===== src/verilog/smbus_id_pkg.sv =====
package smbus_id_pkg;

  // ----------------------------------------
  // byte indices of the register window
  // ----------------------------------------
  localparam logic [7:0] IDX_RESERVED = 8'h04;
  localparam logic [7:0] IDX_REV_VENDOR = 8'h05;
  localparam logic [7:0] IDX_DEVICE_TYPE = 8'h06;
  localparam logic [7:0] IDX_READ_LENGTH = 8'h07;

  // ----------------------------------------
  // field layout and reset values
  // ----------------------------------------
  localparam logic [7:0] RESERVED_VALUE = 8'hff;
  localparam logic [7:0] UNMAPPED_VALUE = 8'h00;
  localparam int READ_LENGTH_WIDTH = 5;
  localparam int READ_LENGTH_LSB = 0;
  localparam logic [4:0] READ_LENGTH_RESET = 5'h08;
  localparam int REVISION_LSB = 4;
  localparam int MAKER_CODE_LSB = 0;
  localparam int PART_CLASS_LSB = 6;
  localparam int PART_CODE_LSB = 0;

  // ----------------------------------------
  // serial framing
  // ----------------------------------------
  localparam logic [3:0] BITS_PER_BYTE = 4'h8;
  localparam logic [3:0] LAST_TX_BIT = 4'h7;
  localparam logic [7:0] INDEX_STEP = 8'h01;

  typedef enum {
    phase_idle,
    phase_rx,
    phase_ack_out,
    phase_tx,
    phase_ack_in
  } phase_type;

  typedef enum {
    role_addr,
    role_index,
    role_count,
    role_data
  } role_type;

endpackage


===== src/verilog/id_reg_bank.sv =====
module id_reg_bank
  import smbus_id_pkg::*;
#(
  parameter logic [3:0] REVISION_CODE = 4'h3,  // arbitrary value
  parameter logic [3:0] MAKER_CODE = 4'ha,     // arbitrary value
  parameter logic [1:0] PART_CLASS = 2'h2,     // arbitrary value
  parameter logic [5:0] PART_CODE = 6'h2a      // arbitrary value
) (
  input wire logic mclk,
  input wire logic rst_b,
  input wire logic wr_en,
  input wire logic [7:0] wr_index,
  input wire logic [7:0] wr_data,
  input wire logic [7:0] rd_index,
  output logic [7:0] rd_data,
  output logic [4:0] read_length
);

  logic [4:0] read_length_reg;
  logic [4:0] read_length_next;

  // only the count byte accepts data; every other index swallows the write
  function automatic logic is_writable(input logic [7:0] index);
    is_writable = (index == IDX_READ_LENGTH);
  endfunction

  // ----------------------------------------
  // count register
  // ----------------------------------------
  // reserved and identification bytes have no storage, so writes vanish
  always_comb begin
    read_length_next = read_length_reg;
    if (wr_en && is_writable(wr_index)) begin
      read_length_next = wr_data[READ_LENGTH_LSB +: READ_LENGTH_WIDTH];
    end
  end

  always_ff @(posedge mclk or negedge rst_b) begin
    if (!rst_b) begin
      read_length_reg <= READ_LENGTH_RESET;
    end else begin
      read_length_reg <= read_length_next;
    end
  end

  assign read_length = read_length_reg;

  // ----------------------------------------
  // read mux
  // ----------------------------------------
  // indices outside the window answer zero rather than floating
  always_comb begin
    rd_data = UNMAPPED_VALUE;
    if (rd_index == IDX_RESERVED) begin
      rd_data = RESERVED_VALUE;
    end else if (rd_index == IDX_REV_VENDOR) begin
      rd_data = 8'h00;
      rd_data[REVISION_LSB +: 4] = REVISION_CODE;
      rd_data[MAKER_CODE_LSB +: 4] = MAKER_CODE;
    end else if (rd_index == IDX_DEVICE_TYPE) begin
      rd_data = 8'h00;
      rd_data[PART_CLASS_LSB +: 2] = PART_CLASS;
      rd_data[PART_CODE_LSB +: 6] = PART_CODE;
    end else if (is_writable(rd_index)) begin
      rd_data = 8'h00;
      rd_data[READ_LENGTH_LSB +: READ_LENGTH_WIDTH] = read_length_reg;
    end
  end

endmodule


===== src/verilog/smbus_id_regs.sv =====
module smbus_id_regs
  import smbus_id_pkg::*;
#(
  parameter logic [6:0] SLAVE_ADDR = 7'h50,
  parameter logic [3:0] REVISION_CODE = 4'h3,  // arbitrary value
  parameter logic [3:0] MAKER_CODE = 4'ha,     // arbitrary value
  parameter logic [1:0] PART_CLASS = 2'h2,     // arbitrary value
  parameter logic [5:0] PART_CODE = 6'h2a      // arbitrary value
) (
  input wire logic mclk,
  input wire logic rst_b,
  input wire logic scl_in,
  input wire logic sda_in,
  output logic sda_out,
  output logic sda_oe,
  output logic [4:0] read_length
);

  // ----------------------------------------
  // elaboration checks
  // ----------------------------------------
  // the general call and start byte addresses cannot name this slave
  if (SLAVE_ADDR == 7'h00 || SLAVE_ADDR == 7'h01) begin : bad_addr
    $error("slave address collides with a reserved bus address");
  end

  // ----------------------------------------
  // pin synchronisers
  // ----------------------------------------
  logic scl_meta_reg, scl_sync_reg, scl_prev_reg;
  logic sda_meta_reg, sda_sync_reg, sda_prev_reg;

  // third stage only feeds edge detection, first stage feeds nothing else
  always_ff @(posedge mclk or negedge rst_b) begin
    if (!rst_b) begin
      scl_meta_reg <= 1'b1;
      scl_sync_reg <= 1'b1;
      scl_prev_reg <= 1'b1;
      sda_meta_reg <= 1'b1;
      sda_sync_reg <= 1'b1;
      sda_prev_reg <= 1'b1;
    end else begin
      scl_meta_reg <= scl_in;
      scl_sync_reg <= scl_meta_reg;
      scl_prev_reg <= scl_sync_reg;
      sda_meta_reg <= sda_in;
      sda_sync_reg <= sda_meta_reg;
      sda_prev_reg <= sda_sync_reg;
    end
  end

  logic scl_rise, scl_fall, bus_start, bus_stop;

  // start and stop are data edges while the clock stays high
  assign scl_rise = scl_sync_reg & ~scl_prev_reg;
  assign scl_fall = ~scl_sync_reg & scl_prev_reg;
  assign bus_start = scl_sync_reg & scl_prev_reg & sda_prev_reg & ~sda_sync_reg;
  assign bus_stop = scl_sync_reg & scl_prev_reg & ~sda_prev_reg & sda_sync_reg;

  // ----------------------------------------
  // register bank
  // ----------------------------------------
  logic wr_en;
  logic [7:0] rd_data;
  logic [7:0] shift_reg, shift_next;
  logic [7:0] index_reg, index_next;

  id_reg_bank #(
    .REVISION_CODE(REVISION_CODE),
    .MAKER_CODE(MAKER_CODE),
    .PART_CLASS(PART_CLASS),
    .PART_CODE(PART_CODE)
  ) bank (
    .mclk(mclk),
    .rst_b(rst_b),
    .wr_en(wr_en),
    .wr_index(index_reg),
    .wr_data(shift_reg),
    .rd_index(index_reg),
    .rd_data(rd_data),
    .read_length(read_length)
  );

  // ----------------------------------------
  // serial engine
  // ----------------------------------------
  phase_type phase_reg, phase_next;
  role_type role_reg, role_next;
  logic [3:0] count_reg, count_next;
  logic read_mode_reg, read_mode_next;
  logic acked_reg, acked_next;
  logic oe_reg, oe_next;
  logic [7:0] tx_byte;

  // data changes only after a clock fall, so setup and hold come from the low phase
  always_comb begin
    phase_next = phase_reg;
    role_next = role_reg;
    shift_next = shift_reg;
    index_next = index_reg;
    count_next = count_reg;
    read_mode_next = read_mode_reg;
    acked_next = acked_reg;
    oe_next = oe_reg;
    wr_en = 1'b0;
    tx_byte = rd_data;
    if (bus_start) begin
      // a repeated start keeps the index written just before it
      phase_next = phase_rx;
      role_next = role_addr;
      count_next = 4'h0;
      read_mode_next = 1'b0;
      oe_next = 1'b0;
    end else if (bus_stop) begin
      phase_next = phase_idle;
      oe_next = 1'b0;
    end else begin
      case (phase_reg)
        phase_rx: begin
          if (scl_rise) begin
            shift_next = {shift_reg[6:0], sda_sync_reg};
            count_next = count_reg + 4'h1;
          end else if (scl_fall && count_reg == BITS_PER_BYTE) begin
            count_next = 4'h0;
            oe_next = 1'b1;
            phase_next = phase_ack_out;
            case (role_reg)
              role_addr: begin
                if (shift_reg[7:1] == SLAVE_ADDR) begin
                  read_mode_next = shift_reg[0];
                  role_next = shift_reg[0] ? role_count : role_index;
                end else begin
                  oe_next = 1'b0;
                  phase_next = phase_idle;
                end
              end
              role_index: begin
                index_next = shift_reg;
                role_next = role_count;
              end
              role_count: begin
                // the host's byte count is acknowledged but not used
                role_next = role_data;
              end
              default: begin
                wr_en = 1'b1;
                index_next = index_reg + INDEX_STEP;
              end
            endcase
          end
        end
        phase_ack_out: begin
          if (scl_fall) begin
            count_next = 4'h0;
            oe_next = 1'b0;
            phase_next = phase_rx;
            if (read_mode_reg) begin
              if (role_reg == role_count) begin
                tx_byte = 8'h00;
                tx_byte[READ_LENGTH_LSB +: READ_LENGTH_WIDTH] = read_length;
                role_next = role_data;
              end else begin
                index_next = index_reg + INDEX_STEP;
              end
              shift_next = tx_byte;
              oe_next = ~tx_byte[7];
              phase_next = phase_tx;
            end
          end
        end
        phase_tx: begin
          if (scl_fall) begin
            if (count_reg == LAST_TX_BIT) begin
              oe_next = 1'b0;
              phase_next = phase_ack_in;
            end else begin
              shift_next = {shift_reg[6:0], 1'b0};
              oe_next = ~shift_reg[6];
              count_next = count_reg + 4'h1;
            end
          end
        end
        phase_ack_in: begin
          if (scl_rise) begin
            acked_next = ~sda_sync_reg;
          end else if (scl_fall) begin
            count_next = 4'h0;
            if (acked_reg) begin
              shift_next = rd_data;
              oe_next = ~rd_data[7];
              index_next = index_reg + INDEX_STEP;
              phase_next = phase_tx;
            end else begin
              phase_next = phase_idle;
            end
          end
        end
        default: begin
          oe_next = 1'b0;
        end
      endcase
    end
  end

  always_ff @(posedge mclk or negedge rst_b) begin
    if (!rst_b) begin
      phase_reg <= phase_idle;
      role_reg <= role_addr;
      shift_reg <= 8'h00;
      index_reg <= 8'h00;
      count_reg <= 4'h0;
      read_mode_reg <= 1'b0;
      acked_reg <= 1'b0;
      oe_reg <= 1'b0;
    end else begin
      phase_reg <= phase_next;
      role_reg <= role_next;
      shift_reg <= shift_next;
      index_reg <= index_next;
      count_reg <= count_next;
      read_mode_reg <= read_mode_next;
      acked_reg <= acked_next;
      oe_reg <= oe_next;
    end
  end

  // ----------------------------------------
  // pin drive
  // ----------------------------------------
  // open drain: the data pin is only ever pulled low
  logic sda_out_reg;

  always_ff @(posedge mclk or negedge rst_b) begin
    if (!rst_b) begin
      sda_out_reg <= 1'b0;
    end else begin
      sda_out_reg <= 1'b0;
    end
  end

  assign sda_out = sda_out_reg;
  assign sda_oe = oe_reg;

endmodule


===== config.mk =====
export PLATFORM = sky130hd
export DESIGN_NAME = smbus_id_regs
export DESIGN_NICKNAME = d
export VERILOG_FILES = /design/src/verilog/smbus_id_pkg.sv /design/src/verilog/id_reg_bank.sv /design/src/verilog/smbus_id_regs.sv
export SDC_FILE = /design/constraint.sdc
export NUM_CORES = 1
export LEC_CHECK = 0
export CORE_MARGIN = 1.5
export CORE_UTILIZATION = 57
export CTS_CLUSTER_SIZE = 24
export DETAILED_ROUTE_END_ITERATION = 7
export DONT_BUFFER_PORTS = 1
export PLACE_DENSITY = 0.75
export SETUP_SLACK_MARGIN = 0.15
export SYNTH_ARGS = -nofsm -noshare
export SYNTH_HDL_FRONTEND = slang
export SYNTH_SLANG_ARGS = --single-unit
export TNS_END_PERCENT = 5

===== constraint.sdc =====
create_clock -name mclk -period 2.2 [get_ports mclk]
set_input_delay 0.33 -clock mclk [delete_from_list [all_inputs] [get_ports mclk]]
set_output_delay 0.33 -clock mclk [all_outputs]
set_load 0.005 [all_outputs]

Yosys cells after proc, flatten, opt, wreduce, memory -nomap -nowiden
Cells that the tools add are included.

storage, ports and cells
  bits in registers = 98
  input port bits = 4
  output and inout bits = 7
  logic and storage cells = 192

operators by class
  add/sub/neg operators = 2
  equal/unequal tests = 47
  mux-type cells = 90
  bitwise logic cells = 16
  reductions and logical operators = 22

operators by type and width
  kind                                                               number
  32-bit two-way mux                                                 17
  8-bit two-way mux                                                  25
  32-bit case mux with 4 select lines                                1
  32-bit by 2-bit == test with 1-bit output (second input constant)  3
  32-bit case mux with 3 select lines                                1
  32-bit by 1-bit == test with 1-bit output (second input constant)  2
  32-bit by 3-bit == test with 1-bit output (second input constant)  2
  32-bit case mux with 2 select lines                                1
  4-bit inequality test (second input constant)                      10
  8-bit by 3-bit == test with 1-bit output (second input constant)   4
  32-bit zero test                                                   1
  4-bit two-way mux                                                  8
  8-bit case mux with 4 select lines                                 1
  1-bit two-way mux                                                  26
  2-bit inequality test (second input constant)                      13
  3-bit inequality test (second input constant)                      8
  8-bit case mux with 3 select lines                                 1
  4-bit case mux with 4 select lines                                 1
  8-bit case mux with 2 select lines                                 1
  12-bit AND reduction                                               1
  6-bit AND reduction                                                2
  11-bit AND reduction                                               1
  2-bit two-way mux                                                  5
  1-bit inverter                                                     9
  22 further kinds                                                   33

Logic depth before layout (Yosys ltp)
Gate-level depths: netlist of run 1.

  depth after elaboration = 17
  mapped depth = 8
  gate-level depth less buffers = 7

Modules after synthesis
From an unflattened synthesis of run 1, not the netlist that was laid out.

unflattened totals
  cells, all modules = 328
  area total of the unflattened synthesis = 2932.8 sq um

modules (own cells, without submodules)
  module         times used  cells an instance  area an instance (sq um)  sequential area each (sq um)
  smbus_id_regs  1           298                2625.0                    858.3
  id_reg_bank    1           30                 307.8                     126.4

Worst setup path after synthesis of run 1
OpenSTA, ideal clock, no wires.

  path type = flip-flop to flip-flop
  start = reg scl_sync_reg
  end = reg phase_reg[0]
  setup time = 0.128 ns
  arrival time = 2.047 ns
  required time = 2.072 ns
  slack = 0.026 ns
  cell stages (with the launch flop) = 7
  path buffers = 1
  clock period less this slack = 2.174 ns
  cell sequence = dfstp_2 > buf_2 > and4b_1 > a211oi_2 > nor4_1 > o31ai_4 > mux2_1

between the ends
  word-level cells in the longest chain between the ends = 5
  elaborated cells between the ends (all ways) = 20
  classes of those cells = 7 x eq/ne; 2 x mux; 8 x bitwise; 3 x reduce/logical

RTL lines
  what                                                                 line                                                           text
  start: declaration                                                   smbus_id_regs.sv:30                                            logic scl_meta_reg, scl_sync_reg, scl_prev_reg;
  start signal: assignment                                             smbus_id_regs.sv:44                                            scl_sync_reg <= scl_meta_reg;
  1-bit AND or 1-bit inverter (tied branches)                          smbus_id_regs.sv:57, smbus_id_regs.sv:58, smbus_id_regs.sv:56
  1-bit AND, on equally long branches                                  smbus_id_regs.sv:57, smbus_id_regs.sv:56, smbus_id_regs.sv:58
  1-bit AND, or another cell as far along                              smbus_id_regs.sv:57                                            assign bus_start = scl_sync_reg & scl_prev_reg & sda_prev_reg & ~sda_sync_reg;
  4-bit inequality test (no line), or another cell as far along        n/a
  8-bit AND reduction (no line) or 32-bit two-way mux (tied branches)  n/a
  end signal: assignment                                               smbus_id_regs.sv:207                                           phase_reg <= phase_idle;
  end signal: assignment                                               smbus_id_regs.sv:216                                           phase_reg <= phase_next;
  end: declaration                                                     smbus_id_regs.sv:87                                            phase_type phase_reg, phase_next;

Parallel ways exist; a longest one is shown, timed or not.
A chain may end at the register's enable or synchronous reset.

Final worst setup path of run 1
  start = reg phase_reg[1]
  end = reg oe_reg (netlist: sda_oe)

between the ends
  word-level cells in the longest chain between the ends = 4
  elaborated cells between the ends (all ways) = 15
  classes of those cells = 11 x eq/ne; 3 x mux; 1 x reduce/logical

RTL lines
  what                                                                     line                  text
  32-bit by 3-bit == test with 1-bit output, or another cell as far along  smbus_id_regs.sv:118  case (phase_reg)
  1-bit case mux with 4 select lines                                       smbus_id_regs.sv:118
  1-bit two-way mux                                                        smbus_id_regs.sv:114  end else if (bus_stop) begin
  1-bit two-way mux                                                        smbus_id_regs.sv:107  if (bus_start) begin
  end signal: assignment                                                   smbus_id_regs.sv:223  oe_reg <= oe_next;
  end: declaration                                                         smbus_id_regs.sv:92   logic oe_reg, oe_next;

Parallel ways exist; a longest one is shown, timed or not.

==> results.sh, run 1 <==
export IMPL_p_seq_frac=0.385
export IMPL_path_clk_slew_ns=0.08
export IMPL_postLayoutCellArea_mm2=0.00307
export IMPL_htreeDepth=2
export IMPL_post_drt_via_cell_ratio=6.55
export IMPL_period_needed_ns=2.15
export IMPL_start_util=0.603
export IMPL_place_inst=352
export IMPL_r2r_setup_slack_ns=0.05
export IMPL_start_kind="register"
export IMPL_intPower_mw=1.63
export IMPL_hp_class="in -> reg"
export IMPL_yosys_top_cells_count="dfrtp_1, nor2_1, nand2_1"
export IMPL_timing_final_crit_share=0.977
export IMPL_power_density_mw_per_mm2=891
export IMPL_dr_pass1_iters=5
export IMPL_hpwl_um=4640
export IMPL_final_nets=327
export IMPL_worst_pin_slew_ns=0.531
export IMPL_slew_headroom=0.646
export IMPL_ff_latch_area_um2=988
export IMPL_clock_skew_ns=0.00808
export IMPL_slew_violations=0
export IMPL_grt_max_degree=40
export IMPL_yosysMostFrequentCell="dfrtp_1"
export IMPL_rsz0062_at_grt="true"
export IMPL_die_width_um=71.4
export IMPL_fill_cells=319
export IMPL_slowest_delay_ns=0.45
export IMPL_cts_tree="built"
export IMPL_ioPinCount=11
export IMPL_async_reset_ff_frac=1.00
export IMPL_post_route_drc_count=0
export IMPL_outcome="completed"
export IMPL_clock_power_share=0.171
export IMPL_grt_usage=0.269
export IMPL_synth_top_area_frac=0.301
export IMPL_wl_um=6610
export IMPL_p_sw_mw=1.10
export IMPL_grt_pass1_wl_um=10800
export IMPL_yosysWarnings=0
export IMPL_syn_area_per_cell_um2=9.06
export IMPL_cts_made_buffers=5
export IMPL_place_gp_congestion=0.934
export IMPL_critPathTopFamily="simple AND/OR/NAND/NOR gates"
export IMPL_die_area_mm2=0.00509
export IMPL_pwr_share_comb=0.443
export IMPL_antenna_found_initial=0
export IMPL_post_synth_top_area_cell="dfrtp_1"
export IMPL_drive_above_1_share=0.232
export IMPL_synth_edf_count=0
export IMPL_seq_area_frac_synth=0.370
export IMPL_syn_inst=294
export IMPL_pre_cts_slack_ns=0.109
export IMPL_stdcell_count=366
export IMPL_maxCapViolations=0
export IMPL_synthToLayoutAreaGrowth_pct=15.3
export IMPL_clock_latency_ns=0.29
export IMPL_cts_buffer_depth=2
export IMPL_first_iter_violations=266
export IMPL_setup_ws_ns=0.0514
export IMPL_portBuffers=0
export IMPL_syn_nets=308
export IMPL_cts_sinks=39
export IMPL_die_h_um=71.4
export IMPL_critPathBufInv=0
export IMPL_num_rows=24
export IMPL_ctsRootBufferMaster="clkbuf_8"
export IMPL_ys_ff_latch=39
export IMPL_post_drt_wl_per_cell_um=18.1
export IMPL_worst_ep_arrival_time_ns=2.33
export IMPL_ir_drop_mv=0.584
export IMPL_ys_types=71
export IMPL_finalHoldViolCount=0
export IMPL_core_mm2=0.00441
export IMPL_grt_pass1_vias=2218
export IMPL_cp_cell_sequence="or3b_4, a211oi_4, nor4_4, or3_1, a32o_1"
export IMPL_max_freq_mhz=465
export IMPL_critPathSlowestCell="dfrtp_2"
export IMPL_cp_required_ns=2.38
export IMPL_swShare=0.403
export IMPL_diodes=0
export IMPL_placed_cell_area_mm2=0.00286
export IMPL_grt_overflow=0
export IMPL_critPathMaxFanout=5
export IMPL_p_leak_nw=1.29
export IMPL_num_vias=2398
export IMPL_path_class="reg -> reg"
export IMPL_netlist_top_cells_area="dfrtp_1, dfstp_2, ha_1"
export IMPL_antenna_left=0
export IMPL_netlist_area_mm2=0.00266
export IMPL_setup_viol=0
export IMPL_crit_path_end_kind="register"
export IMPL_synth_ff_type="dfrtp_1"
export IMPL_multi_input_area_mm2=0.00164
[area by class of cell]
type                       instances  share of cell area
sequential                        39               0.322
inverter                          14              0.0171
timing repair buffer              29              0.0799
clock buffer                       7              0.0249
multi-input combinational        224               0.533
clock inverter                     1             0.00163
tap                               52              0.0212
[metrics by stage]
step                       util  total power, mW  setup TNS, ns  hold WS [ns]
final                     0.696             2.74              0        0.0379
after global routing      0.696             2.90       -0.00321        0.0178
after CTS                 0.679             2.62              0        0.0286
after detailed placement  0.647             2.11              0        0.0361
after global placement    0.647             2.08              0        0.0358
after floorplan               -             1.78              0        0.0344
[logic make-up (layout without fill, tap and decap cells)]
| logic type | Yosys count | in the layout | share of synthesized area |
|---|---|---|---|
| and+or+nand+nor | 113 | 113 | 0.237 |
| DFF | 39 | 39 | 0.370 |
| muxes | 13 | 13 | 0.0531 |
| xor gates and xnor gates | 2 | 2 | 0.00658 |
| other | 1 | 1 | 0.00141 |
| AOI/OAI and AO/OA | 85 | 85 | 0.234 |
| buffers and inverters | 31 | 51 | 0.0507 |
| adders and majority gates | 10 | 10 | 0.0470 |
[metal layers]
| layer | share of wire | GRT usage | up-vias |
|---|---|---|---|
| met3 | 0.070 | 0.0464 | 14 |
| met1 | 0.46 | 0.407 | 1147 |
| li1 | - | - | 1140 |
| met4 | 0.015 | 0.0608 | 0 |
| met2 | 0.45 | 0.405 | 97 |
| met5 | 0 | 0 | - |
[power by group through the flow]
stage	logic (mW)	clock network [mW]	registers, mW
3_3_place_gp	1.03	0	1.05
3_5_place_dp	1.05	0	1.06
5_1_grt	1.32	0.504	1.07
2_1_floorplan	0.802	0	0.976
6_report	1.21	0.469	1.05
4_1_cts	1.10	0.477	1.04
[placed cells by master (no fill, tap or decap), types with 7 or more instances in the layout]
master	instances
nand2_1	19
and3_1	7
nor3_1	11
buf_4	26
dfrtp_1	29
o21ai_0	18
a2bb2oi_1	7
inv_1	13
a21oi_1	9
nand3_1	12
dfstp_2	7
nor2_1	24
ha_1	10
[worst paths after layout]
path                               from      endpoint  cells after the start
max reg2reg                phase_reg[1]        sda_oe                      5
max                        phase_reg[1]        sda_oe                      5
min reg2reg                scl_meta_reg  scl_sync_reg                      0
min in group asynchronous         rst_b     acked_reg                      2
max in group asynchronous         rst_b  sda_meta_reg                      2
min                              scl_in  scl_meta_reg                      0
[repair_timing]
item	CTS	global route
hold buffers	2	0
gates cloned	0	0
hold endpoints to repair	39	0
setup endpoints to repair	9	26
buffers inserted	2	2
gates resized for setup	3	12
pin swaps	0	5
Power figures use the tool's default switching activity.
==> run 2, diff against run 1 <==
--- a/config.mk
+++ b/config.mk
@@ -6,13 +6,15 @@
 export NUM_CORES = 1
 export LEC_CHECK = 0
 export CORE_MARGIN = 1.5
-export CORE_UTILIZATION = 57
+export CORE_UTILIZATION = 58
 export CTS_CLUSTER_SIZE = 24
 export DETAILED_ROUTE_END_ITERATION = 7
 export DONT_BUFFER_PORTS = 1
-export PLACE_DENSITY = 0.75
+export PLACE_DENSITY = 0.74
+export RECOVER_POWER = 25
 export SETUP_SLACK_MARGIN = 0.15
 export SYNTH_ARGS = -nofsm -noshare
 export SYNTH_HDL_FRONTEND = slang
+export SYNTH_HIERARCHICAL = 1
 export SYNTH_SLANG_ARGS = --single-unit
 export TNS_END_PERCENT = 5
==> run 2 against run 1 <==
The flow now finishes with violations (negative setup slack). Sequential power is 18% lower. Critical endpoint is now bank/read_length[1]. Worst hold slack worse by 0.0095 ns. Design area grew 14%. Largest power group is now registers.
==> results.sh, run 2 <==
export IMPL_outcome="finished with violations"
export IMPL_violations="negative setup slack"
export IMPL_cp_required_ns=2.38
export IMPL_critPathMaxFanout=5
export IMPL_timing_final_crit_share=1.09
export IMPL_hp_class="in -> reg"
export IMPL_maxCapViolations=0
export IMPL_ioPinCount=11
export IMPL_cts_sinks=39
export IMPL_finalHoldViolCount=0
export IMPL_worst_pin_slew_ns=0.997
export IMPL_r2r_setup_slack_ns=-0.19
export IMPL_crit_path_end="bank/read_length[1]"
export IMPL_synth_compound_gate_area_share=0.258
export IMPL_dr_pass1_iters=7
export IMPL_clock_latency_ns=0.29
export IMPL_post_synth_fa_ha_maj_area_fraction=0.0299
export IMPL_crit_path_end_kind="register"
export IMPL_synth_xor_area_frac=0.00853
export IMPL_synthToLayoutAreaGrowth_pct=19.7
export IMPL_synthMuxAreaShare=0.0747
export IMPL_cp_startpoint="scl_prev_reg"
export IMPL_grt_usage=0.308
export IMPL_synth_top_area_frac=0.273
export IMPL_ys_ff_latch=39
export IMPL_synth_top_family_by_area="compound AO/OA/AOI/OAI gates"
export IMPL_syn_nets=339
export IMPL_die_area_mm2=0.00549
export IMPL_antenna_found_initial=0
export IMPL_ir_drop_mv=0.677
export IMPL_final_core_util=0.734
export IMPL_path_clk_slew_ns=0.08
export IMPL_drive_above_1_share=0.318
export IMPL_netlist_top_cells_area="dfrtp_1, dfstp_2, a21oi_1"
export IMPL_clock_power_share=0.285
export IMPL_post_route_drc_count=0
export IMPL_slew_violations=0
export IMPL_period_needed_ns=2.39
export IMPL_final_cell_mix="buf_4, dfrtp_1, nand2_1, a21oi_1, nor2_1"
export IMPL_ys_types=73
export IMPL_grt_busiest_layer="met1"
export IMPL_die_h_um=74.1
export IMPL_postLayoutCellArea_mm2=0.00351
export IMPL_wl_um=7990
export IMPL_first_iter_violations=426
export IMPL_portBuffers=0
export IMPL_post_drt_wl_per_cell_um=18.9
export IMPL_synth_ff_type="dfrtp_1"
export IMPL_cts_tree="built"
export IMPL_max_freq_mhz=419
export IMPL_pwr_share_comb=0.324
export IMPL_path_class="reg -> reg"
export IMPL_yosysMostFrequentCell="a21oi_1"
export IMPL_rsz0062_at_grt="true"
export IMPL_yosysWarnings=6
export IMPL_grt_use_met1=0.471
export IMPL_placed_cell_area_mm2=0.00320
export IMPL_clock_skew_ns=0.00706
export IMPL_use_met2=0.432
export IMPL_grt_overflow=0
export IMPL_setup_viol=5
export IMPL_yosys_top_cells_count="a21oi_1, dfrtp_1, nand2_1"
export IMPL_netlist_area_mm2=0.00293
export IMPL_setup_ws_ns=-0.189
export IMPL_r2r_end="bank/read_length[1]"
export IMPL_r2r_start="scl_prev_reg"
export IMPL_diodes=0
export IMPL_synth_simple_area_share=0.230
export IMPL_intPower_mw=1.45
export IMPL_min_from="sda_in"
export IMPL_p_seq_frac=0.391
export IMPL_swShare=0.339
export IMPL_hpwl_um=5520
export IMPL_htreeDepth=2
export IMPL_power_density_mw_per_mm2=627
export IMPL_p_sw_mw=0.746
export IMPL_p_leak_nw=1.50
export IMPL_grt_pass1_vias=2556
export IMPL_ctsRootBufferMaster="clkbuf_8"
export IMPL_post_synth_top_area_cell="dfrtp_1"
export IMPL_core_mm2=0.00479
export IMPL_num_rows=25
export IMPL_place_gp_congestion=0.918
export IMPL_start_util=0.613
export IMPL_final_nets=365
export IMPL_async_reset_ff_frac=1.00
export IMPL_grt_max_degree=40
export IMPL_syn_area_per_cell_um2=8.94
export IMPL_die_width_um=74.1
export IMPL_syn_inst=328
export IMPL_final_common_cell="buf_4"
export IMPL_slew_headroom=0.335
export IMPL_synth_edf_count=0
export IMPL_worst_ep_arrival_time_ns=2.57
export IMPL_cts_buffer_depth=2
export IMPL_antenna_left=0
export IMPL_grt_pass1_wl_um=13000
export IMPL_start_kind="register"
export IMPL_seq_area_frac_synth=0.336
export IMPL_num_vias=2766
export IMPL_grtUsageMet3=0.0664
export IMPL_post_drt_via_cell_ratio=6.55
export IMPL_reg2reg_depth=7
export IMPL_cts_made_buffers=5
run 2: changes by cell type after synthesis, sizes merged, moves of 3 or more:
cell	previous run	this run
a221oi	2	12
mux2i	4	8
a21oi	9	36
nor2	25	22
nand2	19	29
nor3	12	5
nand2b	3	8
buf	8	14
ha	10	7
a2bb2oi	7	0
nand4	1	4
run 2: final cells by class:
class,instances,area [um2]
fill,368,1270
sequential,39,986
multi-input combinational,253,1900
timing repair buffer,43,374
inverter,12,45.0
clock inverter,2,35.0
tap,67,83.8
clock buffer,6,82.6
run 2: stage by stage:
step           total power, mW  TNS [ns]  setup slack [ns]  hold WS (ns)  std cells
3_5_place_dp              1.49     -1.14            -0.245        0.0355        410
2_1_floorplan             1.27     -1.28            -0.265        0.0344        328
6_report                  2.20    -0.925            -0.189        0.0284        422
3_3_place_gp              1.47    -0.920            -0.192        0.0355        410
4_1_cts                   2.18     -1.19            -0.243        0.0196        421
5_1_grt                   2.33     -1.12            -0.230        0.0161        422
run 2: worst min path at each step:
stage | end | slack (ns) | cells past startpoint
finish | sda_meta_reg | 0.03 | 0
global route | sda_meta_reg | 0.02 | 0
CTS | sda_meta_reg | 0.02 | 0
detailed placement | count_reg[3] | 0.04 | 0
global placement | count_reg[3] | 0.04 | 0
floorplan | acked_reg | 0.03 | 0
run 2: cells by family (layout without fill, tap and decap cells):
logic type / after synthesis / in the layout
flops: 39 / 39
other cells: 1 / 1
compound gates: 109 / 109
simple gates: 115 / 115
buf+inv: 36 / 63
xor+xnor: 2 / 2
fa+ha+maj: 7 / 7
mux: 19 / 19
run 2: worst max-delay path, stage by stage, from the launching register on:
cell	delay (ns)
dfstp_2	0.53
and4bb_2	0.24
and2_4	0.15
and3_4	0.18
or4b_4	0.47
nor4b_4	0.24
buf_6	0.17
mux2_4	0.30
run 2: power groups by stage:
stage	clock network, mW	registers, mW	logic [mW]
finish	0.627	0.860	0.712
global route	0.668	0.866	0.795
CTS	0.640	0.858	0.678
detailed placement	0	0.860	0.625
global placement	0	0.859	0.608
floorplan	0	0.835	0.440
run 2: routing by layer:
layer / vias to the layer above / part of all wire / routed length (um)
met4: 0 / 0.021 / 165
met5: - / 0 / 0
met2: 138 / 0.44 / 3540
li1: 1274 / - / -
met3: 22 / 0.088 / 700
met1: 1332 / 0.45 / 3590
run 2: timing repair:
item | 4_1_cts | 5_1_grt
setup endpoints to repair | 22 | 27
buffers inserted | 1 | 1
hold endpoints to repair | 39 | 0
pin swaps | 18 | 13
hold buffers | 2 | 0
resized for setup | 25 | 18
